### src/hw/fpm_pkg.sv
// Constants, register map and carrier types of the fieldbus process data mapper.
// Assumes one 100 MHz clock and a classic Wishbone slave port with 32-bit data.
// Notes on behaviour
// - Output word 3 source selector takes values 0 to 7, default 0.
// - Source 0 sends motor current in 0.1 A counts.
// - Source 1 sends output power in 0.01 kW counts.
// - Source 2 sends digital inputs, bit 0 is input 1.
// - Source 3 sends analog input 2, 0..1000 for 0..100.0 percent.
// - Source 4 sends heatsink temperature, 0..100 for 0..100 degrees.
// - Sources 5 and 6 send user registers 1 and 2; 7 sends monitor value.
// - Input word 4 selector 0 or 1; 0 drives ramps only when enabled.
// - Input word 4 selector 1 copies word into user register 4, writes blocked.
// - Input word 3 selector 0 drives torque when torque source equals 3.
// - Input word 3 selector 1 drives PID setpoint when PID source equals 1.
// - Input word 3 selector 2 copies word into user register 3, writes blocked.
// - Extra reply delay of 0 to 16 character times, default 0.
package fpm_pkg;

    localparam logic [7:0]  FPM_ADR_OUT3_SEL   = 8'h00;
    localparam logic [7:0]  FPM_ADR_IN4_SEL    = 8'h04;
    localparam logic [7:0]  FPM_ADR_IN3_SEL    = 8'h08;
    localparam logic [7:0]  FPM_ADR_DELAY      = 8'h0c;
    localparam logic [7:0]  FPM_ADR_CTRL       = 8'h10;
    localparam logic [7:0]  FPM_ADR_USER1      = 8'h14;
    localparam logic [7:0]  FPM_ADR_USER2      = 8'h18;
    localparam logic [7:0]  FPM_ADR_USER3      = 8'h1c;
    localparam logic [7:0]  FPM_ADR_USER4      = 8'h20;
    localparam logic [7:0]  FPM_ADR_CHAR_TICKS = 8'h24;
    localparam logic [7:0]  FPM_ADR_STATUS     = 8'h28;

    localparam logic [2:0]  FPM_OUT3_MAX   = 3'h7;
    localparam logic [0:0]  FPM_IN4_MAX    = 1'h1;
    localparam logic [1:0]  FPM_IN3_MAX    = 2'h2;
    localparam logic [4:0]  FPM_DELAY_MAX  = 5'h10;
    localparam logic [2:0]  FPM_SEL_RST    = 3'h0;
    localparam logic [4:0]  FPM_DELAY_RST  = 5'h00;

    localparam logic [2:0]  FPM_TORQUE_SRC_FIELDBUS = 3'h3;
    localparam logic [2:0]  FPM_PID_SRC_FIELDBUS    = 3'h1;

    // Control register fields.
    localparam int          FPM_CTRL_RAMP_EN_BIT  = 0;
    localparam int          FPM_CTRL_TQ_SRC_LSB   = 4;
    localparam int          FPM_CTRL_PID_SRC_LSB  = 8;

    // Character time: 11 bits at 115.2 kbit/s is about 95.5 us; the integer divide gives 9548 cycles.
    localparam int          FPM_CLK_HZ            = 100_000_000;
    localparam int          FPM_CHAR_BITS         = 11;
    localparam int          FPM_BAUD_DEFAULT      = 115_200;
    localparam logic [15:0] FPM_CHAR_TICKS_RST    =
        16'((FPM_CLK_HZ / FPM_BAUD_DEFAULT) * FPM_CHAR_BITS);

    typedef struct packed {
        logic [15:0] motor_current;
        logic [15:0] output_power;
        logic [15:0] digital_inputs;
        logic [15:0] analog_in2;
        logic [15:0] heatsink_temp;
        logic [15:0] monitor_value;
    } fpm_drive_meas_t;

    typedef struct packed {
        logic        ramp_valid;
        logic [15:0] ramp_word;
        logic        torque_valid;
        logic [15:0] torque_word;
        logic        pid_valid;
        logic [15:0] pid_word;
    } fpm_drive_cmd_t;

    typedef enum logic [1:0] {
        FPM_DLY_IDLE = 2'b00,
        FPM_DLY_WAIT = 2'b01,
        FPM_DLY_GO   = 2'b10
    } fpm_dly_state_t;

endpackage : fpm_pkg

### src/hw/fpm_reply_delay.sv
// Extra reply delay counted in character times for the RTU link.
// Assumes the protocol layer pulses req_ready once its own minimum gap has ended.
`timescale 1ns/10ps
`default_nettype none
module fpm_reply_delay
    import fpm_pkg::*;
(
    input  wire logic        mclk,
    input  wire logic        sys_rst,
    input  wire logic [4:0]  delay_chars,
    input  wire logic [15:0] char_ticks,
    input  wire logic        req_ready,
    output logic             reply_go,
    output logic             busy
);

    fpm_dly_state_t state_r;
    logic [15:0]    tick_r;
    logic [4:0]     chars_r;
    logic           char_end;

    assign char_end = (tick_r == 16'h0001) || (char_ticks == 16'h0000);
    assign reply_go = (state_r == FPM_DLY_GO);
    assign busy     = (state_r != FPM_DLY_IDLE);

    ////////////////////////////////////////////////////////////////////////
    // The delay is added after the minimum gap, so counting starts at req_ready.
    always_ff @(posedge mclk) begin
        if (sys_rst) begin
            state_r <= FPM_DLY_IDLE;
            tick_r  <= 16'h0000;
            chars_r <= 5'h00;
        end else begin
            case (state_r)
                FPM_DLY_IDLE: begin
                    if (req_ready) begin
                        tick_r  <= char_ticks;
                        chars_r <= delay_chars;
                        state_r <= (delay_chars == 5'h00) ? FPM_DLY_GO : FPM_DLY_WAIT;
                    end
                end
                FPM_DLY_WAIT: begin
                    if (char_end) begin
                        tick_r  <= char_ticks;
                        chars_r <= chars_r - 5'h01;
                        if (chars_r == 5'h01) begin
                            state_r <= FPM_DLY_GO;
                        end
                    end else begin
                        tick_r <= tick_r - 16'h0001;
                    end
                end
                FPM_DLY_GO: begin
                    state_r <= FPM_DLY_IDLE;
                end
                default: begin
                    state_r <= FPM_DLY_IDLE;
                end
            endcase
        end
    end

endmodule : fpm_reply_delay
`default_nettype wire

### src/hw/fpm_mapper.sv
// Top of the fieldbus process data mapper: Wishbone registers, word routing, reply delay.
// Assumes drive quantities and process words arrive on mclk; pin inputs are synchronised.
`timescale 1ns/10ps
`default_nettype none
module fpm_mapper
    import fpm_pkg::*;
(
    input  wire logic            mclk,
    input  wire logic            sys_rst,
    input  wire logic            wb_cyc_i,
    input  wire logic            wb_stb_i,
    input  wire logic            wb_we_i,
    input  wire logic [7:0]      wb_adr_i,
    input  wire logic [3:0]      wb_sel_i,
    input  wire logic [31:0]     wb_dat_i,
    output logic      [31:0]     wb_dat_o,
    output logic                 wb_ack_o,
    output logic                 wb_err_o,
    input  wire fpm_drive_meas_t meas,
    input  wire logic [7:0]      digital_in_pins,
    input  wire logic            pd_valid,
    input  wire logic [15:0]     process_input_word3,
    input  wire logic [15:0]     process_input_word4,
    output logic      [15:0]     process_output_word3,
    output fpm_drive_cmd_t       drive_cmd,
    input  wire logic            rtu_req_ready,
    output logic                 rtu_reply_go,
    output logic                 rtu_delay_busy
);

    logic [2:0]  output_word3_source_select_r;
    logic [0:0]  input_word4_destination_select_r;
    logic [1:0]  input_word3_destination_select_r;
    logic [4:0]  reply_extra_delay_chars_r;
    logic        fieldbus_ramp_control_enable_r;
    logic [2:0]  torque_reference_source_r;
    logic [2:0]  pid_setpoint_source_select_r;
    logic [15:0] user_reg1_r;
    logic [15:0] user_reg2_r;
    logic [15:0] user_reg3_r;
    logic [15:0] user_reg4_r;
    logic [15:0] char_ticks_r;
    logic [7:0]  din_meta_r;
    logic [7:0]  din_sync_r;
    logic [15:0] out_word_nxt;
    logic        wb_req;
    logic        wr_lo;
    logic        wr_hi;
    logic        wr_full;
    logic        adr_hit;
    logic [31:0] rd_nxt;
    logic [15:0] wdata16;

    ////////////////////////////////////////////////////////////////////////
    // Bus decode. Every access is answered one cycle after it is seen; an
    // unmapped address answers with err so software sees the mistake.
    // A write lands at the edge where the master samples ack, not before it.
    assign wb_req  = wb_cyc_i && wb_stb_i && !wb_ack_o && !wb_err_o;
    assign wr_lo   = wb_cyc_i && wb_stb_i && wb_ack_o && wb_we_i && wb_sel_i[0];
    assign wr_hi   = wb_cyc_i && wb_stb_i && wb_ack_o && wb_we_i && wb_sel_i[1];
    assign wr_full = wr_lo && wr_hi;
    assign wdata16 = wb_dat_i[15:0];

    always_comb begin
        adr_hit = 1'b1;
        rd_nxt  = 32'h0000_0000;
        case (wb_adr_i)
            FPM_ADR_OUT3_SEL:   rd_nxt = {29'h0, output_word3_source_select_r};
            FPM_ADR_IN4_SEL:    rd_nxt = {31'h0, input_word4_destination_select_r};
            FPM_ADR_IN3_SEL:    rd_nxt = {30'h0, input_word3_destination_select_r};
            FPM_ADR_DELAY:      rd_nxt = {27'h0, reply_extra_delay_chars_r};
            FPM_ADR_CTRL:       rd_nxt = {21'h0, pid_setpoint_source_select_r, 1'b0,
                                          torque_reference_source_r, 3'h0,
                                          fieldbus_ramp_control_enable_r};
            FPM_ADR_USER1:      rd_nxt = {16'h0, user_reg1_r};
            FPM_ADR_USER2:      rd_nxt = {16'h0, user_reg2_r};
            FPM_ADR_USER3:      rd_nxt = {16'h0, user_reg3_r};
            FPM_ADR_USER4:      rd_nxt = {16'h0, user_reg4_r};
            FPM_ADR_CHAR_TICKS: rd_nxt = {16'h0, char_ticks_r};
            FPM_ADR_STATUS:     rd_nxt = {15'h0, rtu_delay_busy, out_word_nxt};
            default: begin
                adr_hit = 1'b0;
                rd_nxt  = 32'h0000_0000;
            end
        endcase
    end

    always_ff @(posedge mclk) begin
        if (sys_rst) begin
            wb_ack_o <= 1'b0;
            wb_err_o <= 1'b0;
            wb_dat_o <= 32'h0000_0000;
        end else begin
            wb_ack_o <= wb_req && adr_hit;
            wb_err_o <= wb_req && !adr_hit;
            if (wb_req) begin
                wb_dat_o <= rd_nxt;
            end
        end
    end

    ////////////////////////////////////////////////////////////////////////
    // Selectors. A value beyond the range is dropped whole rather than
    // clipped, so a bad write never moves the routing somewhere unexpected.
    always_ff @(posedge mclk) begin
        if (sys_rst) begin
            output_word3_source_select_r     <= FPM_SEL_RST;
            input_word4_destination_select_r <= FPM_SEL_RST[0:0];
            input_word3_destination_select_r <= FPM_SEL_RST[1:0];
            reply_extra_delay_chars_r        <= FPM_DELAY_RST;
        end else if (wr_lo) begin
            if (wb_adr_i == FPM_ADR_OUT3_SEL && wb_dat_i[31:0] <= 32'(FPM_OUT3_MAX)) begin
                output_word3_source_select_r <= wb_dat_i[2:0];
            end
            if (wb_adr_i == FPM_ADR_IN4_SEL && wb_dat_i[31:0] <= 32'(FPM_IN4_MAX)) begin
                input_word4_destination_select_r <= wb_dat_i[0:0];
            end
            if (wb_adr_i == FPM_ADR_IN3_SEL && wb_dat_i[31:0] <= 32'(FPM_IN3_MAX)) begin
                input_word3_destination_select_r <= wb_dat_i[1:0];
            end
            if (wb_adr_i == FPM_ADR_DELAY && wb_dat_i[31:0] <= 32'(FPM_DELAY_MAX)) begin
                reply_extra_delay_chars_r <= wb_dat_i[4:0];
            end
        end
    end

    always_ff @(posedge mclk) begin
        if (sys_rst) begin
            fieldbus_ramp_control_enable_r <= 1'b0;
            torque_reference_source_r      <= 3'h0;
            pid_setpoint_source_select_r   <= 3'h0;
            char_ticks_r                   <= FPM_CHAR_TICKS_RST;
        end else begin
            if (wr_lo && wb_adr_i == FPM_ADR_CTRL) begin
                fieldbus_ramp_control_enable_r <= wb_dat_i[FPM_CTRL_RAMP_EN_BIT];
                torque_reference_source_r      <= wb_dat_i[FPM_CTRL_TQ_SRC_LSB +: 3];
            end
            if (wr_hi && wb_adr_i == FPM_ADR_CTRL) begin
                pid_setpoint_source_select_r <= wb_dat_i[FPM_CTRL_PID_SRC_LSB +: 3];
            end
            if (wr_full && wb_adr_i == FPM_ADR_CHAR_TICKS) begin
                char_ticks_r <= wdata16;
            end
        end
    end

    ////////////////////////////////////////////////////////////////////////
    // User registers. While a process word owns register 3 or 4, bus writes
    // to it are ignored; a process word landing in the same cycle wins anyway.
    always_ff @(posedge mclk) begin
        if (sys_rst) begin
            user_reg1_r <= 16'h0000;
            user_reg2_r <= 16'h0000;
            user_reg3_r <= 16'h0000;
            user_reg4_r <= 16'h0000;
        end else begin
            if (wr_full && wb_adr_i == FPM_ADR_USER1) begin
                user_reg1_r <= wdata16;
            end
            if (wr_full && wb_adr_i == FPM_ADR_USER2) begin
                user_reg2_r <= wdata16;
            end
            if (input_word3_destination_select_r == 2'h2) begin
                if (pd_valid) begin
                    user_reg3_r <= process_input_word3;
                end
            end else if (wr_full && wb_adr_i == FPM_ADR_USER3) begin
                user_reg3_r <= wdata16;
            end
            if (input_word4_destination_select_r == 1'h1) begin
                if (pd_valid) begin
                    user_reg4_r <= process_input_word4;
                end
            end else if (wr_full && wb_adr_i == FPM_ADR_USER4) begin
                user_reg4_r <= wdata16;
            end
        end
    end

    ////////////////////////////////////////////////////////////////////////
    // Digital input pins come from outside the clock domain.
    always_ff @(posedge mclk) begin
        if (sys_rst) begin
            din_meta_r <= 8'h00;
            din_sync_r <= 8'h00;
        end else begin
            din_meta_r <= digital_in_pins;
            din_sync_r <= din_meta_r;
        end
    end

    ////////////////////////////////////////////////////////////////////////
    // Output word 3. Measurements arrive already in the scaled units.
    always_comb begin
        case (output_word3_source_select_r)
            3'h0:    out_word_nxt = meas.motor_current;
            3'h1:    out_word_nxt = meas.output_power;
            3'h2:    out_word_nxt = {8'h00, din_sync_r};
            3'h3:    out_word_nxt = meas.analog_in2;
            3'h4:    out_word_nxt = meas.heatsink_temp;
            3'h5:    out_word_nxt = user_reg1_r;
            3'h6:    out_word_nxt = user_reg2_r;
            3'h7:    out_word_nxt = meas.monitor_value;
            default: out_word_nxt = 16'h0000;
        endcase
    end

    always_ff @(posedge mclk) begin
        if (sys_rst) begin
            process_output_word3 <= 16'h0000;
        end else begin
            process_output_word3 <= out_word_nxt;
        end
    end

    ////////////////////////////////////////////////////////////////////////
    // Input word routing to drive functions, each gated by its enabling setting.
    always_ff @(posedge mclk) begin
        if (sys_rst) begin
            drive_cmd <= '0;
        end else begin
            drive_cmd.ramp_valid   <= (input_word4_destination_select_r == 1'h0)
                                      && fieldbus_ramp_control_enable_r;
            drive_cmd.torque_valid <= (input_word3_destination_select_r == 2'h0)
                                      && (torque_reference_source_r == FPM_TORQUE_SRC_FIELDBUS);
            drive_cmd.pid_valid    <= (input_word3_destination_select_r == 2'h1)
                                      && (pid_setpoint_source_select_r == FPM_PID_SRC_FIELDBUS);
            if (pd_valid && input_word4_destination_select_r == 1'h0) begin
                drive_cmd.ramp_word <= process_input_word4;
            end
            if (pd_valid && input_word3_destination_select_r == 2'h0) begin
                drive_cmd.torque_word <= process_input_word3;
            end
            if (pd_valid && input_word3_destination_select_r == 2'h1) begin
                drive_cmd.pid_word <= process_input_word3;
            end
        end
    end

    ////////////////////////////////////////////////////////////////////////
    fpm_reply_delay u_delay (
        .mclk        (mclk),
        .sys_rst     (sys_rst),
        .delay_chars (reply_extra_delay_chars_r),
        .char_ticks  (char_ticks_r),
        .req_ready   (rtu_req_ready),
        .reply_go    (rtu_reply_go),
        .busy        (rtu_delay_busy)
    );

endmodule : fpm_mapper
`default_nettype wire

### config.mk
export PLATFORM = sky130hd
export DESIGN_NAME = fpm_mapper
export DESIGN_NICKNAME = d
export VERILOG_FILES = /design/src/hw/fpm_pkg.sv /design/src/hw/fpm_reply_delay.sv /design/src/hw/fpm_mapper.sv
export SDC_FILE = /design/constraint.sdc
export NUM_CORES = 1
export LEC_CHECK = 0
export ABC_CLOCK_PERIOD_IN_PS = 4600
export BUFFER_PORTS_ARGS = -buffer_cell sky130_fd_sc_hd__buf_2
export CAP_MARGIN = 0
export CORE_ASPECT_RATIO = 0.6
export CORE_MARGIN = 1.5
export CORE_UTILIZATION = 35
export CTS_CLUSTER_SIZE = 20
export DETAILED_ROUTE_END_ITERATION = 8
export PLACE_DENSITY = 0.53
export SYNTH_ARGS = -nofsm -noshare
export SYNTH_HDL_FRONTEND = slang
export SYNTH_HIERARCHICAL = 1
export SYNTH_SLANG_ARGS = --single-unit
export TNS_END_PERCENT = 100
### constraint.sdc
create_clock -name mclk -period 4.6 [get_ports mclk]
set_input_delay 0.92 -clock mclk [delete_from_list [all_inputs] [get_ports mclk]]
set_output_delay 0.92 -clock mclk [all_outputs]
set_load 0.02 [all_outputs]
=== Word level (Yosys, flattened, before mapping) ===
Cells that the tools add are included.
Widths: inputs -> output; s select.

* Output and inout port bits: 103
* Logic and storage cells: 135
* Register bits after elaboration: 238
* Input bits: 187

* Reduce and logical (&&, ||, !) cells: 51
* $add $sub $neg: 2
* Mux-type cells: 20
* $lt $le $gt $ge: 4
* Eq/ne operators: 30
* Bitwise operators: 1

{| class="wikitable"
|+ Operators with widths
! operator !! number
|-
| $pmux 17 s11 || 1
|-
| $mux 16 || 8
|-
| $pmux 16 s8 || 1
|-
| $eq 8x5->1 const B || 4
|-
| $le 32x1->1 const B || 1
|-
| $le 32x2->1 const B || 1
|-
| $le 32x3->1 const B || 1
|-
| $le 32x5->1 const B || 1
|-
| $pmux 16 s2 || 1
|-
| $logic_and 1x1->1 || 27
|-
| $eq 8x6->1 const B || 3
|-
| $eq 16x1->1 const B || 1
|-
| $eq 8x4->1 const B || 2
|-
| $logic_not 16->1 || 1
|-
| $sub 16x1->16 const B || 1
|-
| $reduce_and 2->1 || 7
|-
| $eq 3x3->1 const B || 4
|-
| $reduce_or 11->1 || 1
|-
| $mux 5 || 2
|-
| $pmux 5 s2 || 1
|-
| $eq 3x2->1 const B || 3
|-
| $eq 8x3->1 const B || 1
|-
| $logic_not 8->1 || 1
|-
| $mux 2 || 4
|-
| 17 further kinds || 30
|}

=== Longest topological paths before layout ===
Gate-level depths: netlist of the first run.

* Word-level depth: 8
* Depth in mapped cells: 9
* Mapped depth without buffers: 7

=== Cells and area by module ===
Netlist of the first run, hierarchy kept.

{| class="wikitable"
|+ Modules (own cells, without submodules)
! module !! cells an instance !! instances !! area an instance (µm²) !! seq. area each (µm²)
|-
| fpm_mapper || 1121 || 1 || 9690.5 || 4003.8
|-
| fpm_reply_delay || 180 || 1 || 1493.9 || 460.4
|}

=== Worst setup path after synthesis of the first run ===
Ideal clock, no wire load.

* Path type: in2reg
* From: input port wb_adr_i[7]
* To: register char_ticks_r[10]
* Arrival time: 2462 ps
* Buffers on the path: 3
* Library setup time: 122 ps
* Stages: 7
* Setup slack: 2016 ps
* Required time: 4478 ps
* Cells stage by stage: buf_2 -> or4b_1 -> or3_1 -> buf_2 -> buf_2 -> nand2_1 -> nand3b_1

* Word-level cells in the longest chain between the ends: 2

{| class="wikitable"
|+ RTL lines
! item !! line !! source
|-
| start, declared || fpm_mapper.sv:13 || <nowiki>input wire logic [7:0] wb_adr_i,</nowiki>
|-
| $eq 8x6->1 || fpm_mapper.sv:141 || <nowiki>if (wr_full && wb_adr_i == FPM_ADR_CHAR_TICKS) begin</nowiki>
|-
| $logic_and 1x1->1 || fpm_mapper.sv:141 ||
|-
| end signal, assigned || fpm_mapper.sv:142 || <nowiki>char_ticks_r <= wdata16;</nowiki>
|-
| end, declared || fpm_mapper.sv:42 || <nowiki>logic [15:0] char_ticks_r;</nowiki>
|}

No other way between the ends.
A chain may end at the register's enable or synchronous reset.

=== Worst setup path after layout of the first run ===
* From: register output_word3_source_select_r[1]
* To: register wb_dat_o[4]

* Word-level cells in the longest chain between the ends: 3
* Elaborated cells on any way between the ends: 10
* Classes of those cells: eq/ne (7); mux (2); reduce/logical (1)

{| class="wikitable"
|+ RTL lines
! item !! line !! source
|-
| start, declared || fpm_mapper.sv:31 || <nowiki>logic [2:0] output_word3_source_select_r;</nowiki>
|-
| start signal, assigned || fpm_mapper.sv:113 || <nowiki>output_word3_source_select_r <= wb_dat_i[2:0];</nowiki>
|-
| $eq 3x3->1 (tied with other cells) || fpm_mapper.sv:195 || <nowiki>case (output_word3_source_select_r)</nowiki>
|-
| $pmux 16 s8 (*) || fpm_mapper.sv:195 ||
|-
| $pmux 17 s11 (*) || fpm_mapper.sv:67 || <nowiki>case (wb_adr_i)</nowiki>
|-
| end signal, assigned || fpm_mapper.sv:97 || <nowiki>wb_dat_o <= rd_nxt;</nowiki>
|-
| end, declared || fpm_mapper.sv:16 || <nowiki>output logic [31:0] wb_dat_o,</nowiki>
|}

Every way passes the cells marked *; elsewhere a longest branch is shown, timed or not.

==> results.sh, run 1 <==
export IMPL_p_int_mw=3.29
export IMPL_grt_max_degree=206
export IMPL_maxSlewHeadroom_pct=3.57
export IMPL_grt_remaining_overflow=0
export IMPL_netlist_instances=1301
export IMPL_cp_max_fo=32
export IMPL_hold_path_class="reg2reg"
export IMPL_drc=0
export IMPL_synth_main_ff_cell="dfxtp_1"
export IMPL_rsz0062_at_grt="no"
export IMPL_clock_skew_ns=0.0147
export IMPL_cts_tree="built"
export IMPL_wl_per_cell_um=22.5
export IMPL_fin_tns_setup_ns=0
export IMPL_finalWeightedCongestion=0.964
export IMPL_core_area_mm2=0.0313
export IMPL_grt_pass1_wl_mm=62.3
export IMPL_sw_frac_of_total_pct=25.9
export IMPL_dp_hpwl_mm=32.2
export IMPL_antenna_found_initial=1
export IMPL_nets=1694
export IMPL_die_h_um=141
export IMPL_die_area_mm2=0.0331
export IMPL_netlist_area_mm2=0.0112
export IMPL_seqPwrFrac_pct=44.9
export IMPL_start_util_pct=35.8
export IMPL_final_layout_size_suffix_gt1_share_pct=26.6
export IMPL_ys_types=87
export IMPL_cp_arrival_ns=3.57
export IMPL_status="finished clean"
export IMPL_detail_route_antenna_nets=0
export IMPL_path_clk_slew_ns=0.08
export IMPL_synth_edf_count=0
export IMPL_combPwrFrac_pct=9.9
export IMPL_setup_viol=0
export IMPL_yosysWarnings=6
export IMPL_reg2reg_slack_ns=1.43
export IMPL_syn_mean_instance_area_um2=8.60
export IMPL_cts_buffer_depth=3
export IMPL_finalHoldViolCount=0
export IMPL_startpoint_type="flip-flop"
export IMPL_fmax_mhz=316
export IMPL_leakage_nw=5.16
export IMPL_cts_sinks=223
export IMPL_pwr_share_clk_pct=45.1
export IMPL_wl_mm=43.5
export IMPL_cts_root_buf="clkbuf_16"
export IMPL_worstMarginPinSlew_ns=1.45
export IMPL_cts_post_setup_buffers_inserted=0
export IMPL_worstPathRequired_ns=5.01
export IMPL_insertion_delay_ns=0.54
export IMPL_area_delta_synth_final_pct=20.4
export IMPL_synth_async_reset_ratio_pct=0
export IMPL_worstSetupPathType="reg2reg"
export IMPL_initialDrtViolationCount=1021
export IMPL_min_period_ns=3.17
export IMPL_postCtsHoldBufs=0
export IMPL_power_mw=4.43
export IMPL_powerDensity_mw_per_mm2=329
export IMPL_fp_dieW_um=234
export IMPL_vias=10795
export IMPL_ioPinCount=290
export IMPL_fin_crit_sh_pct=68.9
export IMPL_via_per_inst=5.58
export IMPL_end_kind="flip-flop"
export IMPL_cts_made_buffers=23
export IMPL_cap_viol_max_count=0
export IMPL_p_sw_mw=1.15
export IMPL_yosys_register_bits=223
export IMPL_ir_drop_v=0.000287
export IMPL_place_port_buffers=256
export IMPL_drtPass1Iterations=5
export IMPL_ctsResizeCount=0
export IMPL_maxSlewViolCount=0
export IMPL_yosysSeqAreaShare_pct=39.9
export IMPL_num_rows=50
export IMPL_grtUsageTotal_pct=25.4
export IMPL_grt_pass1_vias=9838
export IMPL_htree_levels=1
-- Yosys cell counts (18+ instances only) --
master | count | area share (%)
dfxtp_1 | 223 | 40
nand2_1 | 203 | 6.8
a21oi_1 | 119 | 5.3
nor2_1 | 119 | 4.0
mux2i_1 | 78 | 7.0
clkbuf_1 | 62 | 2.1
o21ai_0 | 58 | 2.6
buf_2 | 32 | 1.4
a22oi_1 | 31 | 2.1
nor2b_1 | 30 | 1.7
nand3_1 | 27 | 1.2
a211oi_2 | 25 | 2.8
nor3_1 | 25 | 1.1
buf_4 | 18 | 1.2
-- placed cells by master (no fill, tap or decap), drive strengths merged, types with 4 or more instances in the layout --
| master | n |
|---|---|
| buf | 280 |
| dfxtp | 223 |
| nand2 | 204 |
| a21oi | 119 |
| nor2 | 119 |
| mux2i | 78 |
| o21ai | 59 |
| a211oi | 42 |
| a22oi | 31 |
| nor2b | 30 |
| clkbuf | 30 |
| nor3 | 28 |
| nand3 | 27 |
| nor4 | 18 |
| conb | 15 |
| mux4 | 13 |
| mux2 | 13 |
| inv | 13 |
| nand2b | 10 |
| nand3b | 10 |
| a31oi | 10 |
| a22o | 7 |
| xnor2 | 7 |
| nand4 | 7 |
| a221oi | 6 |
| or3 | 6 |
| o211ai | 6 |
| nor3b | 6 |
| nor4b | 6 |
| or4 | 6 |
| o22ai | 5 |
| and3 | 5 |
| o2bb2ai | 5 |
| a2bb2oi | 5 |
| a21o | 5 |
| clkinv | 5 |
| a2111oi | 4 |
| ha | 4 |
| o41ai | 4 |
| o31ai | 4 |
-- flip-flops by register name (all words and copies together) (netlist names) --
signal	cells
torque_reference_source_r	3
drive_cmd	51
user_reg4_r	16
process_output_word3	16
reply_extra_delay_chars_r	5
wb_dat_o	17
input_word3_destination_select_r	2
u_delay/tick_r	16
user_reg3_r	16
fieldbus_ramp_control_enable_r	1
user_reg1_r	16
pid_setpoint_source_select_r	3
wb_ack_o	1
din_sync_r	8
output_word3_source_select_r	3
input_word4_destination_select_r	1
wb_err_o	1
u_delay/chars_r	5
u_delay/state_r	2
user_reg2_r	16
din_meta_r	8
char_ticks_r	16
-- cell type report --
| type | count | area (um^2) |
|---|---|---|
| fill | 3195 | 17800 |
| inverter | 13 | 48.8 |
| multi-input combinational | 962 | 6160 |
| antenna | 1 | 2.50 |
| sequential | 223 | 4470 |
| clock buffer | 30 | 652 |
| clock inverter | 10 | 134 |
| timing repair buffer | 280 | 1480 |
| tap | 416 | 520 |
-- routing by layer --
| layer | up-vias | routed length (um) | share of wire [%] | track usage [%] |
|---|---|---|---|---|
| li1 | 5063 | - | - | - |
| met1 | 5202 | 20800 | 48 | 38.5 |
| met2 | 464 | 17000 | 39 | 34.0 |
| met3 | 64 | 4780 | 11 | 8.54 |
| met4 | 2 | 759 | 1.7 | 5.03 |
| met5 | - | 149 | 0.34 | 3.27 |
-- power groups by stage --
stage          clock network, mW  logic (mW)  registers [mW]
5_1_grt                     2.11       0.472            2.00
6_report                    2.00       0.441            1.99
3_5_place_dp                   0       0.434            2.04
3_3_place_gp                   0       0.431            2.04
2_1_floorplan                  0       0.218            2.06
4_1_cts                     2.03       0.435            1.99
-- critical path, stage by stage, from the launching register on --
cell	delay (ns)
dfxtp_2	0.75
buf_4	0.45
mux4_2	0.60
mux2i_1	0.63
nor2_1	0.11
a221oi_1	0.37
o21ai_0	0.12
-- path summary, 6_finish.rpt --
kind / from / end / depth (start not counted)
max: output_word3_source_select_r[1] / wb_dat_o[4] / 6
min: din_meta_r[6] / din_sync_r[6] / 1
max reg2reg: output_word3_source_select_r[1] / wb_dat_o[4] / 6
min reg2reg: din_meta_r[6] / din_sync_r[6] / 1
-- cells by family (layout without fill, tap and decap cells) --
family                   count (synthesis)  count (layout)  share of synthesized area, %
multiplexers                           104             104                          10.9
adder cells (fa/ha/maj)                  4               4                         0.447
buffers and inverters                  130             333                          5.53
other                                    1              16                        0.0335
AND/OR/NAND/NOR                        502             502                          22.3
flip-flops                             223             223                          39.9
AO/OA/AOI/OAI                          330             330                          20.3
XOR/XNOR                                 7               7                         0.548
-- stage by stage --
step	hold WS, ns	instances	utilization [%]	setup slack (ns)	area, um^2
final	0.433	1935	43.1	1.43	13500
after global routing	0.453	1934	43.1	1.42	13500
after CTS	0.442	1934	43.1	1.64	13500
after detailed placement	0.427	1894	40.5	1.17	12700
after global placement	0.424	1894	40.5	1.23	12700
after floorplan	0.414	1315	-	2.02	11200
Power figures use the tool's default switching activity.
==> inputs of run 2 (changes only) <==
Settings changed: ABC_AREA set to 1, ABC_CLOCK_PERIOD_IN_PS 4600 to 3000, PLACE_DENSITY 0.53 to 0.52.
Clock period 4.6 ns to 3 ns, I/O delays scaled along.
==> run 2 against run 1 <==
Global-route usage is 0.90 points higher; sequential power up 54%; clock power is 61% higher; critical path type unchanged; critical endpoint is now wb_dat_o[3]; largest power group unchanged; highest routed layer is now met4.
==> results.sh, run 2 <==
export IMPL_place_port_buffers=256
export IMPL_netlist_area_mm2=0.0115
export IMPL_die_h_um=143
export IMPL_grt_remaining_overflow=0
export IMPL_maxSlewViolCount=0
export IMPL_fin_tns_setup_ns=0
export IMPL_cp_arrival_ns=2.90
export IMPL_detail_route_antenna_nets=0
export IMPL_synthDominantCellAreaShare_pct=38.8
export IMPL_synth_common_cells="349 x nand2_1, 342 x nor2_1, 223 x dfxtp_1"
export IMPL_final_layout_size_suffix_gt1_share_pct=19.5
export IMPL_crit_path_top_delay_cell="dfxtp_1"
export IMPL_crit_family="simple AND/OR/NAND/NOR gates"
export IMPL_initialDrtViolationCount=1174
export IMPL_antenna_found_initial=1
export IMPL_grtUsageTotal_pct=26.3
export IMPL_postCtsHoldBufs=0
export IMPL_ir_drop_v=0.000360
export IMPL_fmax_mhz=404
export IMPL_ys_top_cells_by_area="dfxtp_1 39%, nand2_1 11%, nor2_1 11%"
export IMPL_setup_viol=0
export IMPL_sw_frac_of_total_pct=26.4
export IMPL_cp_max_fo=27
export IMPL_cts_post_setup_buffers_inserted=0
export IMPL_yosys_register_bits=223
export IMPL_path_clk_slew_ns=0.07
export IMPL_drc=0
export IMPL_final_common_cell="nand2_1"
export IMPL_ys_types=40
export IMPL_seqPwrFrac_pct=43.7
export IMPL_worstMarginPinSlew_ns=0.768
export IMPL_grt_max_degree=93
export IMPL_area_delta_synth_final_pct=21.3
export IMPL_setup_ws_ns=0.527
export IMPL_cp_common_cell="nand2_1"
export IMPL_rsz0062_at_grt="no"
export IMPL_wl_per_cell_um=18.8
export IMPL_ctsResizeCount=0
export IMPL_netlist_instances=1768
export IMPL_cts_buffer_depth=3
export IMPL_hold_path_class="in2reg"
export IMPL_dp_hpwl_mm=34.8
export IMPL_ioPinCount=290
export IMPL_path_cells="nor2_8, nand2_2, o21ai_0, nor2_1, nand2_1, nand3_1, nand2_1, nand2_1, nand2_1"
export IMPL_p_sw_mw=1.85
export IMPL_finalWeightedCongestion=0.945
export IMPL_insertion_delay_ns=0.54
export IMPL_grt_pass1_vias=11407
export IMPL_min_period_ns=2.47
export IMPL_fin_crit_sh_pct=82.4
export IMPL_grt_pass1_wl_mm=68.0
export IMPL_synth_main_ff_cell="dfxtp_1"
export IMPL_die_area_mm2=0.0340
export IMPL_combPwrFrac_pct=10.2
export IMPL_pwr_share_clk_pct=46.0
export IMPL_placed_area_mm2=0.0131
export IMPL_vias=12445
export IMPL_cts_sinks=223
export IMPL_final_cell_mix="349 x nand2_1, 342 x nor2_1, 256 x buf_2"
export IMPL_via_per_inst=5.09
export IMPL_hold_slack_ns=0.261
export IMPL_maxSlewHeadroom_pct=48.8
export IMPL_p_int_mw=5.17
export IMPL_start_util_pct=35.5
export IMPL_powerDensity_mw_per_mm2=503
export IMPL_cap_viol_max_count=0
export IMPL_leakage_nw=6.60
export IMPL_cp_num_buf_inv=0
export IMPL_startpoint_type="flip-flop"
export IMPL_end_kind="flip-flop"
export IMPL_synth_top_area_cell="dfxtp_1"
export IMPL_power_mw=7.02
export IMPL_synth_async_reset_ratio_pct=0
export IMPL_nets=2193
export IMPL_fill_cells=3463
export IMPL_clock_skew_ns=0.0136
export IMPL_critPathMaxStageDelay_ns=0.76
export IMPL_htree_levels=1
export IMPL_worstPathRequired_ns=3.43
export IMPL_largest_reg_flops=51
export IMPL_finalHoldViolCount=0
export IMPL_largest_register="drive_cmd"
export IMPL_core_area_mm2=0.0324
export IMPL_yosysWarnings=6
export IMPL_wl_mm=45.9
export IMPL_reg_largest_list="drive_cmd x51, wb_dat_o x17"
export IMPL_drtPass1Iterations=6
export IMPL_cts_tree="built"
export IMPL_synth_edf_count=0
export IMPL_num_rows=51
export IMPL_worstSetupPathType="reg2reg"
export IMPL_fp_dieW_um=237
export IMPL_status="finished clean"
export IMPL_cts_made_buffers=24
export IMPL_yosysMostFrequentCell="nand2_1"
export IMPL_fin_area_mm2=0.0140
export IMPL_cts_root_buf="clkbuf_16"
export IMPL_yosysSeqAreaShare_pct=38.8
export IMPL_pre_cts_ws_ns=0.555
export IMPL_syn_mean_instance_area_um2=6.51
run 2: cell types whose count changed in the layout (fill, tap and decap cells not counted), sizes merged, moves of 13 or more:
cell,previous run,this run
a211oi,42,0
a21oi,119,73
a22oi,31,0
inv,13,178
mux2,13,0
mux2i,78,0
mux4,13,0
nand2,204,363
nand3,27,112
nand4,7,48
nor2,119,366
nor2b,30,0
nor4,18,0
o21ai,59,226
run 2: final timing paths:
kind | depth (start not counted) | from | to | slack [ns]
max | 9 | output_word3_source_select_r[2] | wb_dat_o[3] | 0.53
min | 3 | digital_in_pins[1] | din_meta_r[1] | 0.26
max reg2reg | 9 | output_word3_source_select_r[2] | wb_dat_o[3] | 0.53
min reg2reg | 2 | din_meta_r[6] | din_sync_r[6] | 0.40
run 2: cells by family after synthesis:
kind of cell / count (synthesis) / share of synthesized area, %
buffers and inverters: 277 / 10.5
other: 1 / 0.0326
xor gates and xnor gates: 3 / 0.228
adders and majority gates: 4 / 0.435
AOI/OAI and AO/OA: 325 / 14.7
and+or+nand+nor: 935 / 35.3
DFF: 223 / 38.8
run 2: area by class of cell:
class	instances	area (um^2)	share of cell area, %
Antenna cell	3	7.51	0.0538
Multi-Input combinational cell	1282	5890	42.2
Timing Repair Buffer	290	1550	11.1
Clock inverter	10	130	0.932
Clock buffer	33	706	5.05
Inverter	181	683	4.89
Tap cell	424	531	3.80
Sequential cell	223	4460	32.0
run 2: per-layer routing:
| layer | wire length, um | GRT usage, % | share of wire, % | vias up |
|---|---|---|---|---|
| li1 | - | - | - | 6140 |
| met1 | 22500 | 40.1 | 49 | 5782 |
| met2 | 18600 | 38.0 | 41 | 476 |
| met3 | 4050 | 5.44 | 8.8 | 47 |
| met4 | 660 | 4.66 | 1.4 | 0 |
| met5 | 0 | 0 | 0 | - |
run 2: worst reg2reg max path, stage by stage, from the launching register on:
cell	delay [ns]
dfxtp_1	0.76
nor2_8	0.14
nand2_2	0.42
o21ai_0	0.36
nor2_1	0.19
nand2_1	0.08
nand3_1	0.17
nand2_1	0.11
nand2_1	0.08
nand2_1	0.05
run 2: power groups by stage:
stage	clock network, mW	registers (mW)	logic (mW)
finish	3.23	3.07	0.719
global route	3.41	3.08	0.790
CTS	3.27	3.07	0.715
detailed placement	0	3.14	0.712
global placement	0	3.14	0.708
floorplan	0	3.18	0.358
run 2: metrics by stage:
step           utilization [%]  instances
5_1_grt                   43.1       2444
3_3_place_gp              40.5       2400
4_1_cts                   43.0       2443
6_report                  43.1       2446
2_1_floorplan                -       1782
3_5_place_dp              40.5       2400
